`src/hdl/clock_calendar_pkg.sv`:
```
// package: register map, field positions and bus codes of the rtc control
package clock_calendar_pkg;
    // ==========================================================
    // register map (byte addresses)
    localparam logic [7:0] ADDR_CONTROL = 8'h00;
    localparam logic [7:0] ADDR_TIME    = 8'h04;
    localparam int         ADDR_W       = 8;

    // ==========================================================
    // control register fields
    localparam int CAL_W      = 10;
    localparam int CAL_LSB    = 16;
    localparam int CAL_MSB    = 25;
    localparam int BIT_ENABLE = 15;
    localparam int BIT_IDLE   = 13;
    localparam int BIT_SEL    = 7;
    localparam int BIT_RUN    = 6;
    localparam int BIT_UNLOCK = 3;
    localparam int BIT_HALF   = 1;
    localparam int BIT_OE     = 0;
    localparam logic [31:0] CONTROL_RESET = 32'h0000_0000;

    // ==========================================================
    // time register seconds field
    localparam int SEC_LSB = 8;
    localparam int SEC_MSB = 14;
    localparam int SEC_W   = 7;

    // ==========================================================
    // bus responses
    localparam logic [1:0] RESP_OKAY   = 2'h0;
    localparam logic [1:0] RESP_SLVERR = 2'h2;
endpackage

```
`src/hdl/clock_calendar_cal_if.sv`:
```
// interface: link between control logic and drift calibration unit
`timescale 1ns/1ps
interface clock_calendar_cal_if;
    logic                       enable;
    logic [clock_calendar_pkg::CAL_W-1:0] cal_value;
    logic                       tick_in;
    logic                       minute;
    logic                       tick_out;

    modport ctrl (output enable, output cal_value, output tick_in,
                  output minute, input tick_out);
    modport cal  (input enable, input cal_value, input tick_in,
                  input minute, output tick_out);
endinterface

```
`src/hdl/clock_calendar_cal.sv`:
```
// module: drift calibration, adds or swallows timebase pulses per minute
`timescale 1ns/1ps
module clock_calendar_cal (
    input  wire logic CLK,
    input  wire logic RST_N,
    clock_calendar_cal_if.cal   cal
);
    localparam int CW = clock_calendar_pkg::CAL_W;

    logic [CW-1:0] pending_reg;
    logic          add_mode_reg;
    logic          tick_d_reg;
    logic          tick_out_reg;

    assign cal.tick_out = tick_out_reg;

    // ==========================================================
    // correction budget, reloaded at each minute boundary
    always_ff @(posedge CLK) begin
        if (!RST_N || !cal.enable) begin
            pending_reg  <= '0;
            add_mode_reg <= 1'b0;
        end else if (cal.minute) begin
            // positive code adds N, negative code removes -N (to 512)
            add_mode_reg <= ~cal.cal_value[CW-1];             // [RULE_02]
            pending_reg  <= cal.cal_value[CW-1] ?
                            (~cal.cal_value + CW'(1)) :        // [RULE_03]
                            cal.cal_value;                     // [RULE_02]
        end else if (pending_reg != '0) begin
            if (add_mode_reg && tick_d_reg && !cal.tick_in)
                pending_reg <= pending_reg - CW'(1);
            else if (!add_mode_reg && cal.tick_in)
                pending_reg <= pending_reg - CW'(1);
        end
    end

    // ==========================================================
    // extra pulse goes in the cycle after a real one, so never merges
    always_ff @(posedge CLK) begin
        if (!RST_N || !cal.enable) begin
            tick_d_reg   <= 1'b0;
            tick_out_reg <= 1'b0;
        end else begin
            tick_d_reg <= cal.tick_in;
            if (pending_reg == '0 || cal.minute)
                tick_out_reg <= cal.tick_in;                   // [RULE_02]
            else if (add_mode_reg)
                tick_out_reg <= cal.tick_in |
                                (tick_d_reg & ~cal.tick_in);   // [RULE_02]
            else
                tick_out_reg <= 1'b0;                          // [RULE_03]
        end
    end
endmodule

```
`src/hdl/clock_calendar_ctrl.sv`:
```
// module: rtc control and calibration register block with axi4-lite slave
`timescale 1ns/1ps
// Functional notes
// RULE_01 - drift calibration is a signed 10-bit value in bits 25:16
// RULE_02 - positive value N adds N timebase pulses per minute; zero none
// RULE_03 - negative value removes its magnitude per minute, up to 512
// RULE_04 - bit 15 set switches the module on; clear switches it off
// RULE_05 - enable bit only changes while the write unlock bit is one
// RULE_06 - idle-stop bit 13 gates the bus clock off on idle entry
// RULE_07 - bit 7 picks seconds clock (1) or alarm pulse (0) for the pin
// RULE_08 - the pin is driven only while output enable bit 0 is one
// RULE_09 - read-only bit 6 shows whether the timebase clock runs
// RULE_10 - write unlock sets only while the system unlock sequence is open
// RULE_11 - half-second flag is read-only, cleared by seconds field writes
// RULE_12 - control register resets only on power-on reset
// RULE_13 - bits 31:26, 14 and 12:8 ignore writes and read as zero
// RULE_14 - software avoids access the cycle after clearing enable
// RULE_15 - locked enable keeps its value; other fields still update
module clock_calendar_ctrl (
    input  wire logic        CLK,
    input  wire logic        RST_N,
    input  wire logic        SYS_RST_N,
    input  wire logic [7:0]  S_AXI_AWADDR,
    input  wire logic [2:0]  S_AXI_AWPROT,
    input  wire logic        S_AXI_AWVALID,
    output logic             S_AXI_AWREADY,
    input  wire logic [31:0] S_AXI_WDATA,
    input  wire logic [3:0]  S_AXI_WSTRB,
    input  wire logic        S_AXI_WVALID,
    output logic             S_AXI_WREADY,
    output logic [1:0]       S_AXI_BRESP,
    output logic             S_AXI_BVALID,
    input  wire logic        S_AXI_BREADY,
    input  wire logic [7:0]  S_AXI_ARADDR,
    input  wire logic [2:0]  S_AXI_ARPROT,
    input  wire logic        S_AXI_ARVALID,
    output logic             S_AXI_ARREADY,
    output logic [31:0]      S_AXI_RDATA,
    output logic [1:0]       S_AXI_RRESP,
    output logic             S_AXI_RVALID,
    input  wire logic        S_AXI_RREADY,
    input  wire logic        UNLOCK_ACTIVE,
    input  wire logic        IDLE_MODE,
    input  wire logic        OSC_RUNNING,
    input  wire logic        HALF_SEC_TICK,
    input  wire logic        TIMEBASE_TICK,
    input  wire logic        MINUTE_TICK,
    input  wire logic        SECONDS_CLK,
    input  wire logic        ALARM_PULSE,
    output logic             MODULE_ENABLE,
    output logic             BUS_CLK_GATE,
    output logic             TIMEBASE_RUNNING,
    output logic             CAL_TICK,
    output logic             PIN_OUT,
    output logic             PIN_OE_N,
    output logic [6:0]       SECONDS_VALUE,
    output logic             SECONDS_LOAD
);
    // ==========================================================
    // storage
    logic [clock_calendar_pkg::CAL_W-1:0] cal_reg;
    logic                       enable_reg;
    logic                       idle_stop_reg;
    logic                       pin_output_select_reg;
    logic                       write_unlock_reg;
    logic                       pin_output_enable_reg;
    logic                       half_second_flag_reg;
    logic                       timebase_running_reg;
    logic                       gate_reg;
    logic                       pin_reg;
    logic                       pin_oe_n_reg;
    logic [clock_calendar_pkg::SEC_W-1:0] seconds_reg;
    logic                       sec_load_reg;

    logic        awready_reg;
    logic        wready_reg;
    logic        bvalid_reg;
    logic [1:0]  bresp_reg;
    logic [7:0]  awaddr_reg;
    logic [31:0] wdata_reg;
    logic [3:0]  wstrb_reg;
    logic        arready_reg;
    logic        rvalid_reg;
    logic [1:0]  rresp_reg;
    logic [31:0] rdata_reg;

    logic        bus_rst;
    logic        wr_fire;
    logic        wr_ctrl;
    logic        wr_time;
    logic [31:0] ctrl_merged;
    logic [31:0] time_merged;
    logic [31:0] ctrl_view;

    clock_calendar_cal_if cal_bus ();

    // ==========================================================
    // helpers
    function automatic logic [31:0] merge_bytes(input logic [31:0] old_v,
                                                input logic [31:0] new_v,
                                                input logic [3:0]  strb);
        logic [31:0] res;
        res = old_v;
        for (int i = 0; i < 4; i++) begin
            if (strb[i])
                res[i*8 +: 8] = new_v[i*8 +: 8];
        end
        return res;
    endfunction

    // ==========================================================
    // register read view, unimplemented positions forced to zero
    always_comb begin
        ctrl_view = '0;                                        // [RULE_13]
        ctrl_view[clock_calendar_pkg::CAL_MSB:clock_calendar_pkg::CAL_LSB] = cal_reg;
        ctrl_view[clock_calendar_pkg::BIT_ENABLE] = enable_reg;
        ctrl_view[clock_calendar_pkg::BIT_IDLE]   = idle_stop_reg;
        ctrl_view[clock_calendar_pkg::BIT_SEL]    = pin_output_select_reg;
        ctrl_view[clock_calendar_pkg::BIT_RUN]    = timebase_running_reg; // [RULE_09]
        ctrl_view[clock_calendar_pkg::BIT_UNLOCK] = write_unlock_reg;
        ctrl_view[clock_calendar_pkg::BIT_HALF]   = half_second_flag_reg;
        ctrl_view[clock_calendar_pkg::BIT_OE]     = pin_output_enable_reg;
    end

    assign bus_rst     = !RST_N || !SYS_RST_N;
    assign wr_fire     = !awready_reg && !wready_reg && !bvalid_reg;
    assign wr_ctrl     = wr_fire && awaddr_reg == clock_calendar_pkg::ADDR_CONTROL;
    assign wr_time     = wr_fire && awaddr_reg == clock_calendar_pkg::ADDR_TIME;
    assign ctrl_merged = merge_bytes(ctrl_view, wdata_reg, wstrb_reg);
    assign time_merged = merge_bytes({17'h0_0000, seconds_reg, 8'h00},
                                     wdata_reg, wstrb_reg);

    // ==========================================================
    // write channels: address and data held until both arrive
    always_ff @(posedge CLK) begin
        if (bus_rst) begin
            awready_reg <= 1'b1;
            wready_reg  <= 1'b1;
            awaddr_reg  <= '0;
            wdata_reg   <= '0;
            wstrb_reg   <= '0;
        end else if (bvalid_reg && S_AXI_BREADY) begin
            awready_reg <= 1'b1;
            wready_reg  <= 1'b1;
        end else begin
            if (awready_reg && S_AXI_AWVALID) begin
                awready_reg <= 1'b0;
                awaddr_reg  <= {S_AXI_AWADDR[7:2], 2'b00};
            end
            if (wready_reg && S_AXI_WVALID) begin
                wready_reg <= 1'b0;
                wdata_reg  <= S_AXI_WDATA;
                wstrb_reg  <= S_AXI_WSTRB;
            end
        end
    end

    always_ff @(posedge CLK) begin
        if (bus_rst) begin
            bvalid_reg <= 1'b0;
            bresp_reg  <= clock_calendar_pkg::RESP_OKAY;
        end else if (wr_fire) begin
            bvalid_reg <= 1'b1;
            bresp_reg  <= (wr_ctrl || wr_time) ? clock_calendar_pkg::RESP_OKAY :
                                                 clock_calendar_pkg::RESP_SLVERR;
        end else if (bvalid_reg && S_AXI_BREADY) begin
            bvalid_reg <= 1'b0;
        end
    end

    // ==========================================================
    // read channel, one cycle from address to data
    always_ff @(posedge CLK) begin
        if (bus_rst) begin
            arready_reg <= 1'b1;
            rvalid_reg  <= 1'b0;
            rresp_reg   <= clock_calendar_pkg::RESP_OKAY;
            rdata_reg   <= '0;
        end else if (arready_reg && S_AXI_ARVALID) begin
            arready_reg <= 1'b0;
            rvalid_reg  <= 1'b1;
            rresp_reg   <= clock_calendar_pkg::RESP_OKAY;
            case ({S_AXI_ARADDR[7:2], 2'b00})
                clock_calendar_pkg::ADDR_CONTROL: begin
                    rdata_reg <= ctrl_view;
                end
                clock_calendar_pkg::ADDR_TIME: begin
                    rdata_reg <= {17'h0_0000, seconds_reg, 8'h00};
                end
                default: begin
                    rdata_reg <= '0;
                    rresp_reg <= clock_calendar_pkg::RESP_SLVERR;
                end
            endcase
        end else if (rvalid_reg && S_AXI_RREADY) begin
            rvalid_reg  <= 1'b0;
            arready_reg <= 1'b1;
        end
    end

    // ==========================================================
    // control fields: only power-on reset clears them
    always_ff @(posedge CLK) begin
        if (!RST_N) begin                                      // [RULE_12]
            cal_reg               <= clock_calendar_pkg::CONTROL_RESET[
                                         clock_calendar_pkg::CAL_MSB:clock_calendar_pkg::CAL_LSB];
            idle_stop_reg         <= 1'b0;
            pin_output_select_reg <= 1'b0;
            pin_output_enable_reg <= 1'b0;
        end else if (wr_ctrl) begin
            // unimplemented write bits are simply not stored
            cal_reg <= ctrl_merged[clock_calendar_pkg::CAL_MSB:
                                   clock_calendar_pkg::CAL_LSB];         // [RULE_01]
            idle_stop_reg <= ctrl_merged[clock_calendar_pkg::BIT_IDLE];  // [RULE_15]
            pin_output_select_reg <= ctrl_merged[clock_calendar_pkg::BIT_SEL];
            pin_output_enable_reg <= ctrl_merged[clock_calendar_pkg::BIT_OE];
        end
    end

    always_ff @(posedge CLK) begin
        if (!RST_N) begin
            enable_reg <= clock_calendar_pkg::CONTROL_RESET[clock_calendar_pkg::BIT_ENABLE];
        end else if (wr_ctrl && write_unlock_reg) begin        // [RULE_05]
            enable_reg <= ctrl_merged[clock_calendar_pkg::BIT_ENABLE];   // [RULE_04]
        end                                                    // [RULE_15]
    end

    always_ff @(posedge CLK) begin
        if (!RST_N) begin
            write_unlock_reg <= 1'b0;
        end else if (wr_ctrl) begin
            // clearing is always allowed, setting needs the open sequence
            if (!ctrl_merged[clock_calendar_pkg::BIT_UNLOCK])
                write_unlock_reg <= 1'b0;
            else if (UNLOCK_ACTIVE)
                write_unlock_reg <= 1'b1;                      // [RULE_10]
        end
    end

    // ==========================================================
    // seconds field and half-second flag
    always_ff @(posedge CLK) begin
        if (!RST_N) begin
            seconds_reg  <= '0;
            sec_load_reg <= 1'b0;
        end else begin
            sec_load_reg <= wr_time && wstrb_reg[1];
            if (wr_time)
                seconds_reg <= time_merged[clock_calendar_pkg::SEC_MSB:
                                           clock_calendar_pkg::SEC_LSB];
        end
    end

    always_ff @(posedge CLK) begin
        if (!RST_N)
            half_second_flag_reg <= 1'b0;
        else if (wr_time && wstrb_reg[1])
            half_second_flag_reg <= 1'b0;                      // [RULE_11]
        else if (HALF_SEC_TICK && enable_reg)
            half_second_flag_reg <= ~half_second_flag_reg;
    end

    // ==========================================================
    // status, idle gating and output pin
    always_ff @(posedge CLK) begin
        if (!RST_N) begin
            timebase_running_reg <= 1'b0;
            gate_reg             <= 1'b0;
        end else begin
            timebase_running_reg <= enable_reg && OSC_RUNNING; // [RULE_09]
            gate_reg             <= IDLE_MODE && idle_stop_reg; // [RULE_06]
        end
    end

    always_ff @(posedge CLK) begin
        if (!RST_N) begin
            pin_reg      <= 1'b0;
            pin_oe_n_reg <= 1'b1;
        end else begin
            pin_oe_n_reg <= !(enable_reg && pin_output_enable_reg); // [RULE_08]
            pin_reg <= pin_output_select_reg ? SECONDS_CLK :
                                               ALARM_PULSE;    // [RULE_07]
        end
    end

    // ==========================================================
    // calibration unit
    assign cal_bus.enable    = enable_reg && !gate_reg;
    assign cal_bus.cal_value = cal_reg;
    assign cal_bus.tick_in   = TIMEBASE_TICK;
    assign cal_bus.minute    = MINUTE_TICK;

    clock_calendar_cal u_cal (
        .CLK   (CLK),
        .RST_N (RST_N),
        .cal   (cal_bus.cal)
    );

    // ==========================================================
    // ports
    assign S_AXI_AWREADY    = awready_reg;
    assign S_AXI_WREADY     = wready_reg;
    assign S_AXI_BVALID     = bvalid_reg;
    assign S_AXI_BRESP      = bresp_reg;
    assign S_AXI_ARREADY    = arready_reg;
    assign S_AXI_RVALID     = rvalid_reg;
    assign S_AXI_RRESP      = rresp_reg;
    assign S_AXI_RDATA      = rdata_reg;
    assign MODULE_ENABLE    = enable_reg;
    assign BUS_CLK_GATE     = gate_reg;
    assign TIMEBASE_RUNNING = timebase_running_reg;
    assign CAL_TICK         = cal_bus.tick_out;
    assign PIN_OUT          = pin_reg;
    assign PIN_OE_N         = pin_oe_n_reg;
    assign SECONDS_VALUE    = seconds_reg;
    assign SECONDS_LOAD     = sec_load_reg;
endmodule

```
`config.mk`:
```
export PLATFORM = sky130hd
export DESIGN_NAME = clock_calendar_ctrl
export DESIGN_NICKNAME = d
export VERILOG_FILES = /design/src/hdl/clock_calendar_pkg.sv /design/src/hdl/clock_calendar_cal_if.sv /design/src/hdl/clock_calendar_cal.sv /design/src/hdl/clock_calendar_ctrl.sv
export SDC_FILE = /design/constraint.sdc
export NUM_CORES = 1
export LEC_CHECK = 0
export ABC_AREA = 1
export BUFFER_PORTS_ARGS = -buffer_cell sky130_fd_sc_hd__buf_2
export CORE_AREA = 2 2 115 89
export DETAILED_ROUTE_END_ITERATION = 7
export DIE_AREA = 0 0 117 91
export GPL_ROUTABILITY_DRIVEN = 1
export PLACE_DENSITY = 0.84
export SLEW_MARGIN = 40
export SYNTH_ARGS = -nofsm -noshare
export SYNTH_HDL_FRONTEND = slang
export SYNTH_SLANG_ARGS = --single-unit
```
`constraint.sdc`:
```
create_clock -name CLK -period 1.47 [get_ports CLK]
set_input_delay 0.147 -clock CLK [delete_from_list [all_inputs] [get_ports CLK]]
set_output_delay 0.147 -clock CLK [all_outputs]
set_load 0.01 [all_outputs]
```
==> summary.md <==
| Metric | Value |
|---|---|
| EDFF count, synth | 0 |
| Worst Hold Margin | 0.0407 ns |
| Root Driver | clkbuf_16 |
| Netlist cell types | 31 |
| Crit Path Max Fanout | 6 |
| CP bufs+invs | 3 |
| Rows | 31 |
| Sequential Power Share | 49.0% |
| Req. time, crit path | 1.71 ns |
| Power share of the clock group | 43.9% |
| Clk Latency, worst-skew pair | 0.35 ns |
| Status | completed |
| Switching Power | 1.33 mW |
| FF/Latch Area | 2050 sq um |
| Register clock-pin slew on the reported worst setup and hold paths | 0.07 ns |
| P_int | 4.47 mW |
| Critical-path top delay cell | dfxtp_1 |
| Max Cap Viol | 0 |
| Yosys reg bits | 102 |
| Vias/cell | 4.93 |
| Post-layout min period | 1.38 ns |
| Pleak | 2.53 nW |
| Syn Inst Count | 598 |
| Final Non-Filler Cells | 853 |
| Tightest Hold Check Type | primary input to register |
| DRC violation total after the first TritonRoute iteration | 241 |
| Final WL | 10800 um |
| Wire per inst | 12.6 um |
| CTS tree | done |
| Setup Skew | 0.00948 ns |
| CP Launch Type | register |
| Ys flop type | dfxtp_1 |
| Initial core utilization | 45.0% |
| Die Span X | 117 um |
| Die H | 91 um |
| Max Slew Vio Count | 0 |
| Max Root-Sink Buffers | 2 |
| Max frequency | 726 MHz |
| 1st-pass router iterations | 5 |
| H-Tree Depth | 3 |
| Fill cells | 887 |
| Top cell type by total area after synthesis | dfxtp_1 |
| Detailed placement HPWL | 7830 um |
| Port buffer count | 96 |
| Antenna violations before repair | 0 |
| Most frequent cell after synthesis | nand2_1 |
| Die area | 10600 sq um |
| Placer Congestion | 0.872 |
| DR DRC count | 0 |
| Ant diodes | 0 |
| I/O pin total | 129 |
| Vias in the first global route | 3886 |
| Ys Warns | 0 |
| Synth cell count leaders | 140 x nand2_1, 102 x dfxtp_1, 95 x nor2_1 |
| Crit path capture type | register |
| Critical path class | register to register |
| Core area | 9500 sq um |
| Cts bufs inserted | 9 |
| Mapped cell area | 4280 sq um |
| First-pass GRT wire length | 18000 um |
| Via count of the routed design | 4209 |
| Avg Cell Area, Syn | 7.15 sq um |
| Gr usage total | 21.3% |
| Antenna viol nets, final | 0 |
| GRT overflow | 0 |
| Comb power frac | 7.1% |
| Max FFs per register | 23 |
| Synth area leaders | dfxtp_1 48%, nand2_1 12%, nor2_1 8.3% |
| Layout net count | 793 |
| Share of Yosys cell area claimed by the top area cell type | 47.7% |
| Crit-path cells | inv_1, nand3_2, nor3_4, buf_12, buf_4, nand2_1, o21ai_1, a21oi_1 |
| Area grow syn2layout | 27.4% |
| Final period util | 93.7% |
| Largest net degree at the start of global routing | 26 |
| Largest stage delay, worst path | 0.32 ns |
| Placed insts | 831 |
| Setup TNS | 0 ns |
| CP top delay family | simple AND/OR/NAND/NOR gates |
| Fraction of registers with async set/reset | 0% |
| VDD IR max | 0.811 mV |
| Share of cells above drive strength 1 | 24.0% |
| Net Sw Frac | 22.9% |
| Area occupied by multi-input gates | 1960 sq um |
| Clk sinks | 102 |
| Register area share after synthesis | 47.7% |
| Final setup vio count | 0 |
| Hold Vio Cnt, Final | 0 |
| Critical path arrival | 1.62 ns |
| Pwr Total | 5.80 mW |
| Pwr/cell area | 1060 nW/um^2 |
==> tightest hold or removal path, stage by stage <==
cell and delay, ns:
buf_2 0.10, nand2_1 0.06, nor2_1 0.04
==> repair_timing <==
action                     in CTS  in global routing
gates resized for setup         0                 27
hold endpoints to repair        3                  0
hold buffers                    3                  0
setup endpoints to repair       0                 43
setup buffers                   0                  3
==> area by class of cell <==
type / count / share of cell area (%)
Tap cell: 132 / 3.03
Timing Repair Buffer: 129 / 14.1
Inverter: 51 / 3.51
Sequential cell: 102 / 37.6
Multi-Input combinational cell: 424 / 36.0
Clock buffer: 9 / 4.13
Clock inverter: 6 / 1.70
==> metrics by stage <==
step	cell area [sq um]	setup slack (ns)	utilization, %
floorplan	4310	0.0991	-
global placement	5000	0.0589	52.6
detailed placement	5000	0.0386	52.6
CTS	5340	0.0196	56.2
global route	5450	-0.00342	57.3
finish	5450	0.0925	57.3
==> power groups by stage <==
stage / Sequential [mW] / Combinational (mW) / Clock [mW]
floorplan: 2.90 / 0.244 / 0
global placement: 2.90 / 0.381 / 0
detailed placement: 2.90 / 0.389 / 0
CTS: 2.84 / 0.399 / 2.57
global route: 2.84 / 0.467 / 2.69
finish: 2.84 / 0.413 / 2.54
==> kinds of logic after synthesis <==
group	after synthesis	share of synthesized area [%]
compound gates	119	14.3
xor+xnor	2	0.410
fa+ha+maj	2	0.585
buf+inv	83	8.66
flops	102	47.7
other cells	1	0.0877
simple gates	289	28.2
==> metal layers <==
layer / global-route usage (%) / wire length [um] / vias up
met4: 4.51 / 116 / 0
met5: 0 / 0 / -
met2: 34.8 / 5050 / 141
met3: 6.68 / 816 / 10
li1: - / - / 2136
met1: 27.7 / 4800 / 1922
==> final timing paths <==
path,cells after the start,to,slack [ns],from
setup / recovery,8,cal_bus.cal_value[8],0.09,S_AXI_WREADY
hold reg to reg,2,SECONDS_VALUE[6],0.46,wdata_reg[14]
setup reg to reg,8,cal_bus.cal_value[8],0.09,S_AXI_WREADY
hold / removal,3,BUS_CLK_GATE,0.04,IDLE_MODE
==> layout by cell type, fill, tap and decap left out, types with 2 or more instances in the layout <==
cell type / Yosys / final
inv_1: 49 / 43
o21ai_0: 59 / 56
dlygate4sd3_1: 0 / 3
nor2_1: 95 / 91
buf_12: 0 / 2
dfxtp_2: 0 / 4
nand4_1: 8 / 8
nor2_4: 1 / 3
nor2_2: 1 / 3
dfxtp_1: 102 / 98
nor3_1: 2 / 2
nand2_4: 1 / 2
nand2_2: 2 / 4
inv_2: 1 / 7
o21ai_1: 0 / 3
buf_2: 5 / 96
buf_6: 1 / 2
nand2_1: 140 / 138
a21oi_1: 55 / 55
or2_2: 2 / 2
clkbuf_16: 0 / 9
conb_1: 1 / 11
buf_4: 12 / 26
nand3_1: 34 / 34
bufinv_16: 0 / 2
o21ai_2: 2 / 2
Note: power is estimated with default switching activity, not from simulation.
